==> config.mk <==
export PLATFORM = sky130hd
export DESIGN_NAME = rcd_reset_event
export DESIGN_NICKNAME = d
export VERILOG_FILES = /design/src/design/rcd_pkg.sv /design/src/design/rcd_reset_event.sv
export SDC_FILE = /design/constraint.sdc
export NUM_CORES = 1
export LEC_CHECK = 0
export BUFFER_PORTS_ARGS = -buffer_cell sky130_fd_sc_hd__buf_2
export CAP_MARGIN = 20
export CORE_UTILIZATION = 40
export DETAILED_ROUTE_END_ITERATION = 7
export GPL_TIMING_DRIVEN = 0
export PLACE_DENSITY_LB_ADDON = 0.2
export SYNTH_ARGS = -nofsm -noshare
export SYNTH_HDL_FRONTEND = slang
export SYNTH_SLANG_ARGS = --single-unit
==> constraint.sdc <==
create_clock -name ref_clk -period 1.2 [get_ports ref_clk]
set_input_delay 0.12 -clock ref_clk [delete_from_list [all_inputs] [get_ports ref_clk]]
set_output_delay 0.12 -clock ref_clk [all_outputs]
set_load 0.05 [all_outputs]
==> src/design/rcd_pkg.sv <==
package rcd_pkg;

   // Register bus geometry
   localparam int unsigned ADDR_W = 8;
   localparam int unsigned DATA_W = 32;

   // Register byte offsets
   localparam logic [7:0] OFS_EVT_DIR    = 8'h00;
   localparam logic [7:0] OFS_EVT_INSEL  = 8'h04;
   localparam logic [7:0] OFS_EVT_OUTSEL = 8'h08;
   localparam logic [7:0] OFS_STATUS     = 8'h0c;

   // Reset values
   localparam logic [6:0] EVT_DIR_RST    = 7'h00;
   localparam logic [9:0] EVT_INSEL_RST  = 10'h000;
   localparam logic       EVT_OUTSEL_RST = 1'b0;

   // Event pin count: six address pins plus the data pin
   localparam int unsigned NUM_ADDR_PINS = 6;
   localparam int unsigned NUM_EVT_PINS  = 7;
   localparam int unsigned DATA_PIN_IDX  = 6;

   // Input role codes, two bits per pin in the input select register
   localparam logic [1:0] ROLE_CHAN  = 2'h0;
   localparam logic [1:0] ROLE_EVENT = 2'h1;
   localparam logic [1:0] ROLE_AUX   = 2'h2;

   // Status register field positions
   localparam int unsigned ST_DEBUG_POS = 0;
   localparam int unsigned ST_BOOT_POS  = 1;
   localparam int unsigned ST_HOST_POS  = 3;
   localparam int unsigned ST_CFGM_POS  = 4;
   localparam int unsigned ST_STATE_POS = 5;
   localparam int unsigned ST_PINS_POS  = 8;

   // Synchronised pin vector layout
   localparam int unsigned PIN_W     = 15;
   localparam int unsigned PV_HOST   = 7;
   localparam int unsigned PV_BOOT   = 8;
   localparam int unsigned PV_DEBUG  = 10;
   localparam int unsigned PV_RSTCFG = 11;
   localparam int unsigned PV_SOFT   = 12;
   localparam int unsigned PV_HARD   = 13;
   localparam int unsigned PV_POR    = 14;
   // Power-on reset seen as asserted until the pin proves otherwise
   localparam logic [14:0] PIN_SYNC_RST = 15'h4000;

   typedef enum logic [1:0] {
      RST_RUN  = 2'b00,
      RST_SOFT = 2'b01,
      RST_HARD = 2'b10,
      RST_POR  = 2'b11
   } rcd_rst_e;

   typedef struct packed {
      logic       debugEntry;
      logic [1:0] bootMode;
      logic       hostPort;
      logic       cfgMaster;
   } rcd_strap_s;

   localparam rcd_strap_s STRAP_RST = '{debugEntry: 1'b0, bootMode: 2'h0,
                                        hostPort: 1'b0, cfgMaster: 1'b0};

endpackage : rcd_pkg

==> src/design/rcd_reset_event.sv <==
// Implementation choices: the register offsets and the address-and-strobe port.
`timescale 1ns/1ps
`default_nettype none

// Function
// - Latch debug strap at power-on release
// - Event pins default to input after reset
// - Pin zero input: request, channel, event
// - Pin zero output: channel 0 match
// - Pin one input: channel or event
// - Pin one output: acknowledge or match
// - Pin two input: channel, event, counter
// - Pin two output: channel 2 match
// - Pin three input: channel or event
// - Pin three output: receive register read
// - Pin four input: channel or event
// - Pin four output: transmit register written
// - Pin five: channel 5 enable or match
// - Data pin: data channel enable or match
// - Host strap enables port, 32-bit bus
// - Latch boot mode at power-on release
// - Power-on input forces power-on state
// - Hard reset line forces hard state
// - Soft reset line forces soft state
// - Reset config input used during configuration
module rcd_reset_event (
   input  wire logic                      ref_clk,
   input  wire logic                      resetn,
   // Register port
   input  wire logic [7:0]                regAddr,
   input  wire logic [31:0]               regWdata,
   input  wire logic                      regWr,
   input  wire logic                      regRd,
   output logic [31:0]                    regRdata,
   // Reset and strap pins
   input  wire logic                      powerOnResetInN,
   input  wire logic                      resetConfigInN,
   input  wire logic                      hardResetLineIn,
   output logic                           hardResetLineOut,
   output logic                           hardResetLineOeN,
   input  wire logic                      softResetLineIn,
   output logic                           softResetLineOut,
   output logic                           softResetLineOeN,
   input  wire logic                      debugEntryStrap,
   input  wire logic [1:0]                bootModeStrap,
   input  wire logic                      hostPortStrap,
   // Event pins, index 6 is the data event pin
   input  wire logic [6:0]                evtPinIn,
   output logic      [6:0]                evtPinOut,
   output logic      [6:0]                evtPinOeN,
   // Core side
   input  wire logic [5:0]                addrMatch,
   input  wire logic                      dataMatch,
   input  wire logic                      debugAck,
   input  wire logic                      rcvRegRead,
   input  wire logic                      xmtRegWritten,
   output rcd_pkg::rcd_rst_e              resetState,
   output logic                           corePorActive,
   output logic                           coreHardActive,
   output logic                           coreSoftActive,
   output rcd_pkg::rcd_strap_s            strapCfg,
   output logic                           busIs32,
   output logic [5:0]                     chanEnable,
   output logic                           dataChanEnable,
   output logic [4:0]                     eventGen,
   output logic                           debugRequest,
   output logic                           counterEnable
);

   logic [14:0]          pinRaw;
   logic [14:0]          sync1Q;
   logic [14:0]          sync2Q;
   logic [14:0]          sync3Q;
   logic [14:0]          stblQ;
   rcd_pkg::rcd_rst_e    stateQ;
   rcd_pkg::rcd_rst_e    stateD;
   logic                 porLeave;
   logic                 cfgLeave;
   logic [6:0]           dirQ;
   logic [9:0]           inSelQ;
   logic                 outSelQ;
   logic [6:0]           evtOutD;
   logic [5:0]           chanD;
   logic [4:0]           eventD;
   logic [31:0]          statusWord;

   // Role of an input pin, decoded for several pins and for the assertions
   function automatic logic pinRole(input logic isOut, input logic level,
                                    input logic [1:0] sel, input logic [1:0] role);
      pinRole = !isOut && level && (sel == role);
   endfunction : pinRole

   // Active-low pins are turned active high before they are synchronised
   assign pinRaw = {~powerOnResetInN, ~hardResetLineIn, ~softResetLineIn, ~resetConfigInN,
                    debugEntryStrap, bootModeStrap, hostPortStrap, evtPinIn};

   // Three stages; a level counts once stages two and three agree
   always_ff @(posedge ref_clk or negedge resetn) begin
      if (!resetn) begin
         sync1Q <= rcd_pkg::PIN_SYNC_RST;
         sync2Q <= rcd_pkg::PIN_SYNC_RST;
         sync3Q <= rcd_pkg::PIN_SYNC_RST;
      end else begin
         sync1Q <= pinRaw;
         sync2Q <= sync1Q;
         sync3Q <= sync2Q;
      end
   end

   always_ff @(posedge ref_clk or negedge resetn) begin
      if (!resetn) begin
         stblQ <= rcd_pkg::PIN_SYNC_RST;
      end else begin
         stblQ <= (sync2Q & sync3Q) | (stblQ & (sync2Q | sync3Q));
      end
   end

   // Reset state, highest source wins
   always_comb begin
      if (stblQ[rcd_pkg::PV_POR]) begin
         stateD = rcd_pkg::RST_POR;
      end else if (stblQ[rcd_pkg::PV_HARD]) begin
         stateD = rcd_pkg::RST_HARD;
      end else if (stblQ[rcd_pkg::PV_SOFT]) begin
         stateD = rcd_pkg::RST_SOFT;
      end else begin
         stateD = rcd_pkg::RST_RUN;
      end
   end

   always_ff @(posedge ref_clk or negedge resetn) begin
      if (!resetn) begin
         stateQ <= rcd_pkg::RST_POR;
      end else begin
         stateQ <= stateD;
      end
   end

   assign resetState = stateQ;

   always_ff @(posedge ref_clk or negedge resetn) begin
      if (!resetn) begin
         corePorActive  <= 1'b1;
         coreHardActive <= 1'b1;
         coreSoftActive <= 1'b1;
      end else begin
         corePorActive  <= (stateD == rcd_pkg::RST_POR);
         coreHardActive <= (stateD == rcd_pkg::RST_POR) || (stateD == rcd_pkg::RST_HARD);
         coreSoftActive <= (stateD != rcd_pkg::RST_RUN);
      end
   end

   // Reset lines are only listened to; this block never pulls them
   assign hardResetLineOut = 1'b0;
   assign hardResetLineOeN = 1'b1;
   assign softResetLineOut = 1'b0;
   assign softResetLineOeN = 1'b1;

   assign porLeave = (stateQ == rcd_pkg::RST_POR) && (stateD != rcd_pkg::RST_POR);
   assign cfgLeave = ((stateQ == rcd_pkg::RST_POR) || (stateQ == rcd_pkg::RST_HARD))
                     && (stateD != rcd_pkg::RST_POR) && (stateD != rcd_pkg::RST_HARD);

   // Straps move only on power-on exit; configuration input also on hard reset exit
   always_ff @(posedge ref_clk or negedge resetn) begin
      if (!resetn) begin
         strapCfg <= rcd_pkg::STRAP_RST;
      end else begin
         if (porLeave) begin
            strapCfg.debugEntry <= stblQ[rcd_pkg::PV_DEBUG];
            strapCfg.bootMode   <= stblQ[rcd_pkg::PV_BOOT +: 2];
            strapCfg.hostPort   <= stblQ[rcd_pkg::PV_HOST];
         end
         if (cfgLeave) begin
            strapCfg.cfgMaster <= stblQ[rcd_pkg::PV_RSTCFG];
         end
      end
   end

   // Host port strap selects the 32-bit bus; busIs32 follows the latched host strap
   assign busIs32 = strapCfg.hostPort;

   // Event configuration returns to defaults in power-on reset
   always_ff @(posedge ref_clk or negedge resetn) begin
      if (!resetn) begin
         dirQ    <= rcd_pkg::EVT_DIR_RST;
         inSelQ  <= rcd_pkg::EVT_INSEL_RST;
         outSelQ <= rcd_pkg::EVT_OUTSEL_RST;
      end else if (stateQ == rcd_pkg::RST_POR) begin
         dirQ    <= rcd_pkg::EVT_DIR_RST;
         inSelQ  <= rcd_pkg::EVT_INSEL_RST;
         outSelQ <= rcd_pkg::EVT_OUTSEL_RST;
      end else if (regWr) begin
         if (regAddr == rcd_pkg::OFS_EVT_DIR) begin
            dirQ <= regWdata[6:0];
         end else if (regAddr == rcd_pkg::OFS_EVT_INSEL) begin
            inSelQ <= regWdata[9:0];
         end else if (regAddr == rcd_pkg::OFS_EVT_OUTSEL) begin
            outSelQ <= regWdata[0];
         end
      end
   end

   // Input roles of address event pins zero to four
   genvar gi;
   generate
      for (gi = 0; gi < 5; gi++) begin : g_evtIn
         assign chanD[gi]  = pinRole(dirQ[gi], stblQ[gi], inSelQ[2*gi +: 2],
                                     rcd_pkg::ROLE_CHAN);
         assign eventD[gi] = pinRole(dirQ[gi], stblQ[gi], inSelQ[2*gi +: 2],
                                     rcd_pkg::ROLE_EVENT);
      end
   endgenerate
   // Pin five has a single input role
   assign chanD[5] = !dirQ[5] && stblQ[5];

   always_ff @(posedge ref_clk or negedge resetn) begin
      if (!resetn) begin
         chanEnable     <= 6'h00;
         eventGen       <= 5'h00;
         dataChanEnable <= 1'b0;
         debugRequest   <= 1'b0;
         counterEnable  <= 1'b0;
      end else begin
         chanEnable     <= chanD;
         eventGen       <= eventD;
         dataChanEnable <= !dirQ[rcd_pkg::DATA_PIN_IDX] && stblQ[rcd_pkg::DATA_PIN_IDX];
         debugRequest   <= pinRole(dirQ[0], stblQ[0], inSelQ[1:0], rcd_pkg::ROLE_AUX);
         counterEnable  <= pinRole(dirQ[2], stblQ[2], inSelQ[5:4], rcd_pkg::ROLE_AUX);
      end
   end

   // Output sources of the event pins
   always_comb begin
      evtOutD[0] = addrMatch[0];
      evtOutD[1] = outSelQ ? debugAck : addrMatch[1];
      evtOutD[2] = addrMatch[2];
      evtOutD[3] = rcvRegRead;
      evtOutD[4] = xmtRegWritten;
      evtOutD[5] = addrMatch[5];
      evtOutD[6] = dataMatch;
   end

   always_ff @(posedge ref_clk or negedge resetn) begin
      if (!resetn) begin
         evtPinOut <= 7'h00;
      end else begin
         evtPinOut <= evtOutD & dirQ;
      end
   end

   assign evtPinOeN = ~dirQ;

   // Register readback
   always_comb begin
      statusWord = 32'h0000_0000;
      statusWord[rcd_pkg::ST_DEBUG_POS]      = strapCfg.debugEntry;
      statusWord[rcd_pkg::ST_BOOT_POS +: 2]  = strapCfg.bootMode;
      statusWord[rcd_pkg::ST_HOST_POS]       = strapCfg.hostPort;
      statusWord[rcd_pkg::ST_CFGM_POS]       = strapCfg.cfgMaster;
      statusWord[rcd_pkg::ST_STATE_POS +: 2] = stateQ;
      statusWord[rcd_pkg::ST_PINS_POS +: 7]  = stblQ[6:0];
   end

   always_ff @(posedge ref_clk or negedge resetn) begin
      if (!resetn) begin
         regRdata <= 32'h0000_0000;
      end else if (regRd) begin
         if (regAddr == rcd_pkg::OFS_EVT_DIR) begin
            regRdata <= {25'h000_0000, dirQ};
         end else if (regAddr == rcd_pkg::OFS_EVT_INSEL) begin
            regRdata <= {22'h00_0000, inSelQ};
         end else if (regAddr == rcd_pkg::OFS_EVT_OUTSEL) begin
            regRdata <= {31'h0000_0000, outSelQ};
         end else if (regAddr == rcd_pkg::OFS_STATUS) begin
            regRdata <= statusWord;
         end else begin
            regRdata <= 32'h0000_0000;
         end
      end else begin
         regRdata <= 32'h0000_0000;
      end
   end
endmodule : rcd_reset_event

`default_nettype wire

Word level (Yosys, flattened, before mapping)

Cells that the tools add are included.

Bits in registers: 141
Bits in latches: 0
Memory bits (writable): 0
Memory bits (read-only): 0
Input port bits: 69
Output and inout bits: 75
Memories: 0

$add $sub $neg: 0
Multipliers: 0
Div/mod/pow operators: 0
$lt $le $gt $ge: 0
Equality and inequality tests: 18
Shift-type cells: 0
Mux-type cells: 21
Bitwise logic cells: 10
Reductions and logical operators: 45

Operators with widths:

| cell                 | number |
|---|---|
| $mux W32             | 4 |
| $mux W10             | 4 |
| $and A15 B15 Y15     | 2 |
| $or A15 B15 Y15      | 2 |
| $logic_and A1 B1 Y1  | 22 |
| $mux W7              | 3 |
| $eq A8 B4 Y1 const B | 2 |
| $mux W15             | 1 |
| $eq A2 B2 Y1 const B | 6 |
| $eq A2 B1 Y1 const B | 5 |
| $logic_not A2 Y1     | 5 |
| $reduce_bool A2 Y1   | 5 |
| $eq A8 B3 Y1 const B | 1 |
| $logic_not A8 Y1     | 1 |
| $ne A2 B2 Y1 const B | 4 |
| $and A7 B7 Y7        | 1 |
| $logic_not A1 Y1     | 7 |
| $mux W1              | 7 |
| $not A7 Y7           | 1 |
| $mux W2              | 2 |
| $not A1 Y1           | 4 |
| $reduce_and A4 Y1    | 1 |
| $reduce_and A3 Y1    | 1 |
| $logic_or A1 B1 Y1   | 2 |
| $reduce_and A2 Y1    | 1 |

Logic depth before layout (Yosys ltp)

Depth in word-level cells: 6
Mapped depth: 5
Gate-level depth less buffers: 3

Worst setup path before layout

Ideal clock, no wire load.

Path type: register to register
From: register stateQ[1] (netlist: resetState[1])
To: register strapCfg (netlist bit busIs32)
Library setup time: 125 ps
Data arrival time: 1361 ps
Slack: -285 ps
Stages on the path, launching flop included: 4
Period minus slack after synthesis: 1485 ps
Path through: dfstp_2 > nand2_1 > nor2_1 > mux2_2

Cells in the longest elaborated chain, start to end: 2

Ends and longest elaborated chain:

| element                | line                   | source |
|---|---|---|
| from (decl)            | rcd_reset_event.sv:75  | `rcd_pkg::rcd_rst_e stateQ;` |
| from (signal assigned) | rcd_reset_event.sv:133 | `stateQ <= rcd_pkg::RST_POR;` |
| from (signal assigned) | rcd_reset_event.sv:135 | `stateQ <= stateD;` |
| $eq A2 B2 Y1           | rcd_reset_event.sv:159 | `assign porLeave = (stateQ == rcd_pkg::RST_POR) && (stateD != rcd_pkg::RST_POR);` |
| $logic_and A1 B1 Y1    | rcd_reset_event.sv:159 |  |
| to (signal assigned)   | rcd_reset_event.sv:166 | `strapCfg <= rcd_pkg::STRAP_RST;` |
| to (decl)              | rcd_reset_event.sv:61  | `output rcd_pkg::rcd_strap_s strapCfg,` |

No other way between the ends.
A chain may end at the register's enable or synchronous reset.

Worst setup path after layout

From: register stateQ[1] (netlist: resetState[1])
To: output resetState[1]

RTL lines:

| element   | line                  | source |
|---|---|---|
| to (decl) | rcd_reset_event.sv:57 | `output rcd_pkg::rcd_rst_e resetState,` |

No word-level cell between the ends.

==> flow_summary.yaml <==
critical_path:
  crit_path_end_kind: "output port"
  worst-setup-path-type: "flop to output port"
  slowest_delay_ps: 580
  slowest_stage: "dfstp_2"
  path_cells: "buf_8"
  r2r_slack_ps: -90
  reg2regPathDepth: 3
  critical_path.max_fanout: 4
  critical_path_required_ps: 1080
  crit_family: "flip-flops"
  rr_startpoint: "resetState[1]"
  cp_num_buf_inv: 1
  r2r_end: "busIs32"
  critPathArrivalTime_ps: 1240
  cp-start-kind: "flop"
detailed_routing:
  drc: 0
  ant_nets: 0
  dr.pass1.iters: 6
  via_count: 2901
  routedWlPerCell_um: 14.5
  drt_iter0_drc: 102
  viasPerCell: 4.47
  routed_wl_um: 9420
synthesis:
  synthAdderAreaFrac_pct: 3.40
  yosys-mux-area-fraction_pct: 8.07
  synth_compound_area_share_pct: 1.19
  yosysWarningCount: 0
  synth.avg_cell_area_um2: 14.5
  synth.distinct_cells: 30
  synth-seq-cells: 124
  synth.cell_area_um2: 4420
  yosysSeqAreaShare_pct: 70.5
  synth_simple_gate_area_share_pct: 10.6
  synth_top_family_by_area: "simple AND/OR/NAND/NOR gates"
  synth_xor_area_share_pct: 0
  netlist_instances: 305
clock_tree:
  htree_levels: 4
  cts_buffers: 17
  clk_latency_ps: 510
  clkSinkCount: 124
  cts_max_path_buffers: 2
  cts_tree: "done"
  cts-root-buf: "clkbuf_8"
  clkTransAtPathRegs_ps: 60
finish:
  fin_util_pct: 62.7
  layout-drive-gt1-share_pct: 42.4
  fill_cells: 825
  multi_input_comb_area_um2: 1160
  diodes: 0
  nets: 565
  area_growth_pct: 53.2
  regArea_um2: 3120
timing:
  setup_violations: 37
  finalSetupTns_ps: -2430
  finalWorstSetupSlack_ps: -165
  finalWorstPathRequiredPeriod_ps: 1360
  slew_violations: 0
  slew_headroom_pct: 54.8
  hold_viol: 0
  finClkSkew_ps: 7.34
  worstMarginPinSlew_ps: 676
  fmax_ghz: 0.733
  rsz0062_at_grt: "true"
  period_share_pct: 114
  hold_slack_ps: 58.6
pwr:
  p_leak_nw: 3.28
  p_seq_share_pct: 40.3
  p_clk_share_pct: 44.3
  vdd_ir_drop_max_v: 0.000881
  comb_power_share_pct: 15.4
  power_density_nw_per_um2: 1690
  switchingPower_w: 0.00284
  switching_share_pct: 24.8
  internal_power_w: 0.00860
  total_power_w: 0.0114
floorplan:
  row_count: 38
  ios: 144
  dieArea_um2: 11500
  initial_core_util_pct: 41.0
  die_w_um: 107
  die_y_um: 107
  coreArea_um2: 10800
global_route:
  grt.total_usage_pct: 17.8
  antenna_found_initial: 0
  grt_pass1_wl_um: 14700
  grt_overflow: 0
  grt_pass1_vias: 2897
  grt_max_degree: 93
place:
  gp_congestion: 0.729
  hpwl_um: 5580
  port_buffers: 98
min_path:
  min_path_type: "input port to flop"
  min_to: "regRdata[0]"
  min_path_cells: 3
  min-delay-start: "regRd"
run:
  cap_violations: 0
run_status:
  outcome: "complete, but fails checks"
  violations: "negative setup slack"
cell usage after synthesis:
cell	number	area, µm²
buf_2	2	10.0
nand2_1	30	113
dfstp_2	9	236
buf_6	2	22.5
buf_4	22	165
or3_1	1	6.26
dfrtp_1	115	2880
nor4bb_1	6	60.1
nand4b_1	2	17.5
nor2b_1	3	18.8
conb_1	2	7.51
maj3_1	15	150
inv_1	15	56.3
a21o_1	1	7.51
and3_2	1	7.51
nor4b_2	1	15.0
and2_1	11	68.8
nand3_2	1	10.0
clkbuf_1	4	15.0
and4_1	1	8.76
nor3b_1	3	22.5
mux2i_1	21	210
nor4_4	1	21.3
mux2_2	11	124
nor2_1	11	41.3
and2_0	1	6.26
mux4_2	1	22.5
and4_2	1	10.0
a22oi_1	6	45.0
nor4b_1	5	43.8
power groups by stage:
stage	clock (W)	combinational [W]	sequential [W]
after detailed placement	0	0.00129	0.00467
final	0.00507	0.00176	0.00461
after floorplan	0	0.000560	0.00499
after global routing	0.00539	0.00187	0.00464
after global placement	0	0.00127	0.00466
after CTS	0.00517	0.00173	0.00461
worst max path at each step:
stage	slack, ps	to	from	cells past startpoint
2_1_floorplan	-210	busIs32	resetState[1]	3
3_3_place_gp	-1520	sync1Q[0]	resetn	1
3_5_place_dp	-230	dirQ[3]	regAddr[2]	5
4_1_cts	-200	resetState[1]	resetState[1]	1
5_1_grt	-220	resetState[1]	resetState[1]	1
6_report	-160	resetState[1]	resetState[1]	1
stage by stage:
step	std cells	area (µm²)	setup slack (ps)
floorplan	324	4510	-205
global placement	562	5170	-1520
detailed placement	563	5210	-228
CTS	647	6660	-202
global route	649	6770	-224
finish	649	6770	-165
cell families (layout without fill, tap and decap cells):
family | after synthesis | in the layout
DFF | 124 | 124
muxes | 33 | 33
buffers and inverters | 45 | 230
and+or+nand+nor | 79 | 79
adders and majority gates | 15 | 15
AOI/OAI and AO/OA | 7 | 7
other | 2 | 21
cells in the final DEF (no fill, tap or decap), types with 9 or more instances in the layout:
cell	instances
dfrtp_1	111
buf_6	50
buf_2	44
buf_4	37
dlygate4sd3_1	36
nand2_1	28
mux2i_1	21
conb_1	21
clkbuf_16	17
maj3_1	15
and2_1	11
buf_8	11
inv_1	10
nor2_1	9
dfstp_2	9
flip-flops by register name (all words and copies together), names as in the netlist, 2 cells and up:
| signal | flops |
|---|---|
| evtPinOut | 7 |
| sync2Q | 15 |
| regRdata | 15 |
| sync3Q | 15 |
| stblQ | 15 |
| inSelQ | 10 |
| resetState | 2 |
| dirQ | 7 |
| strapCfg | 4 |
| chanEnable | 6 |
| sync1Q | 15 |
| eventGen | 5 |
layer usage:
layer,GRT usage (%),part of all wire [%],vias up
li1,-,-,1362
met1,22.1,43,1435
met2,28.2,51,90
met5,0,0,-
met3,6.38,5.0,14
met4,7.14,1.1,0
what timing repair did:
action / CTS / global route
endpoints found under the hold margin: 164 / 0
endpoints found under the setup margin: 77 / 71
hold buffers: 36 / 0
pin swaps: 1 / 2
gates resized for setup: 123 / 25
buffers inserted: 16 / 2
final cells by class:
type / count / area share [%]
Inverter: 15 / 0.832
Sequential cell: 124 / 46.1
Timing Repair Buffer: 153 / 20.8
Multi-Input combinational cell: 155 / 17.2
Buffer: 30 / 3.75
Tap cell: 140 / 2.59
Clock buffer: 25 / 7.15
Clock inverter: 7 / 1.63
Note: power is estimated with default switching activity, not from simulation.
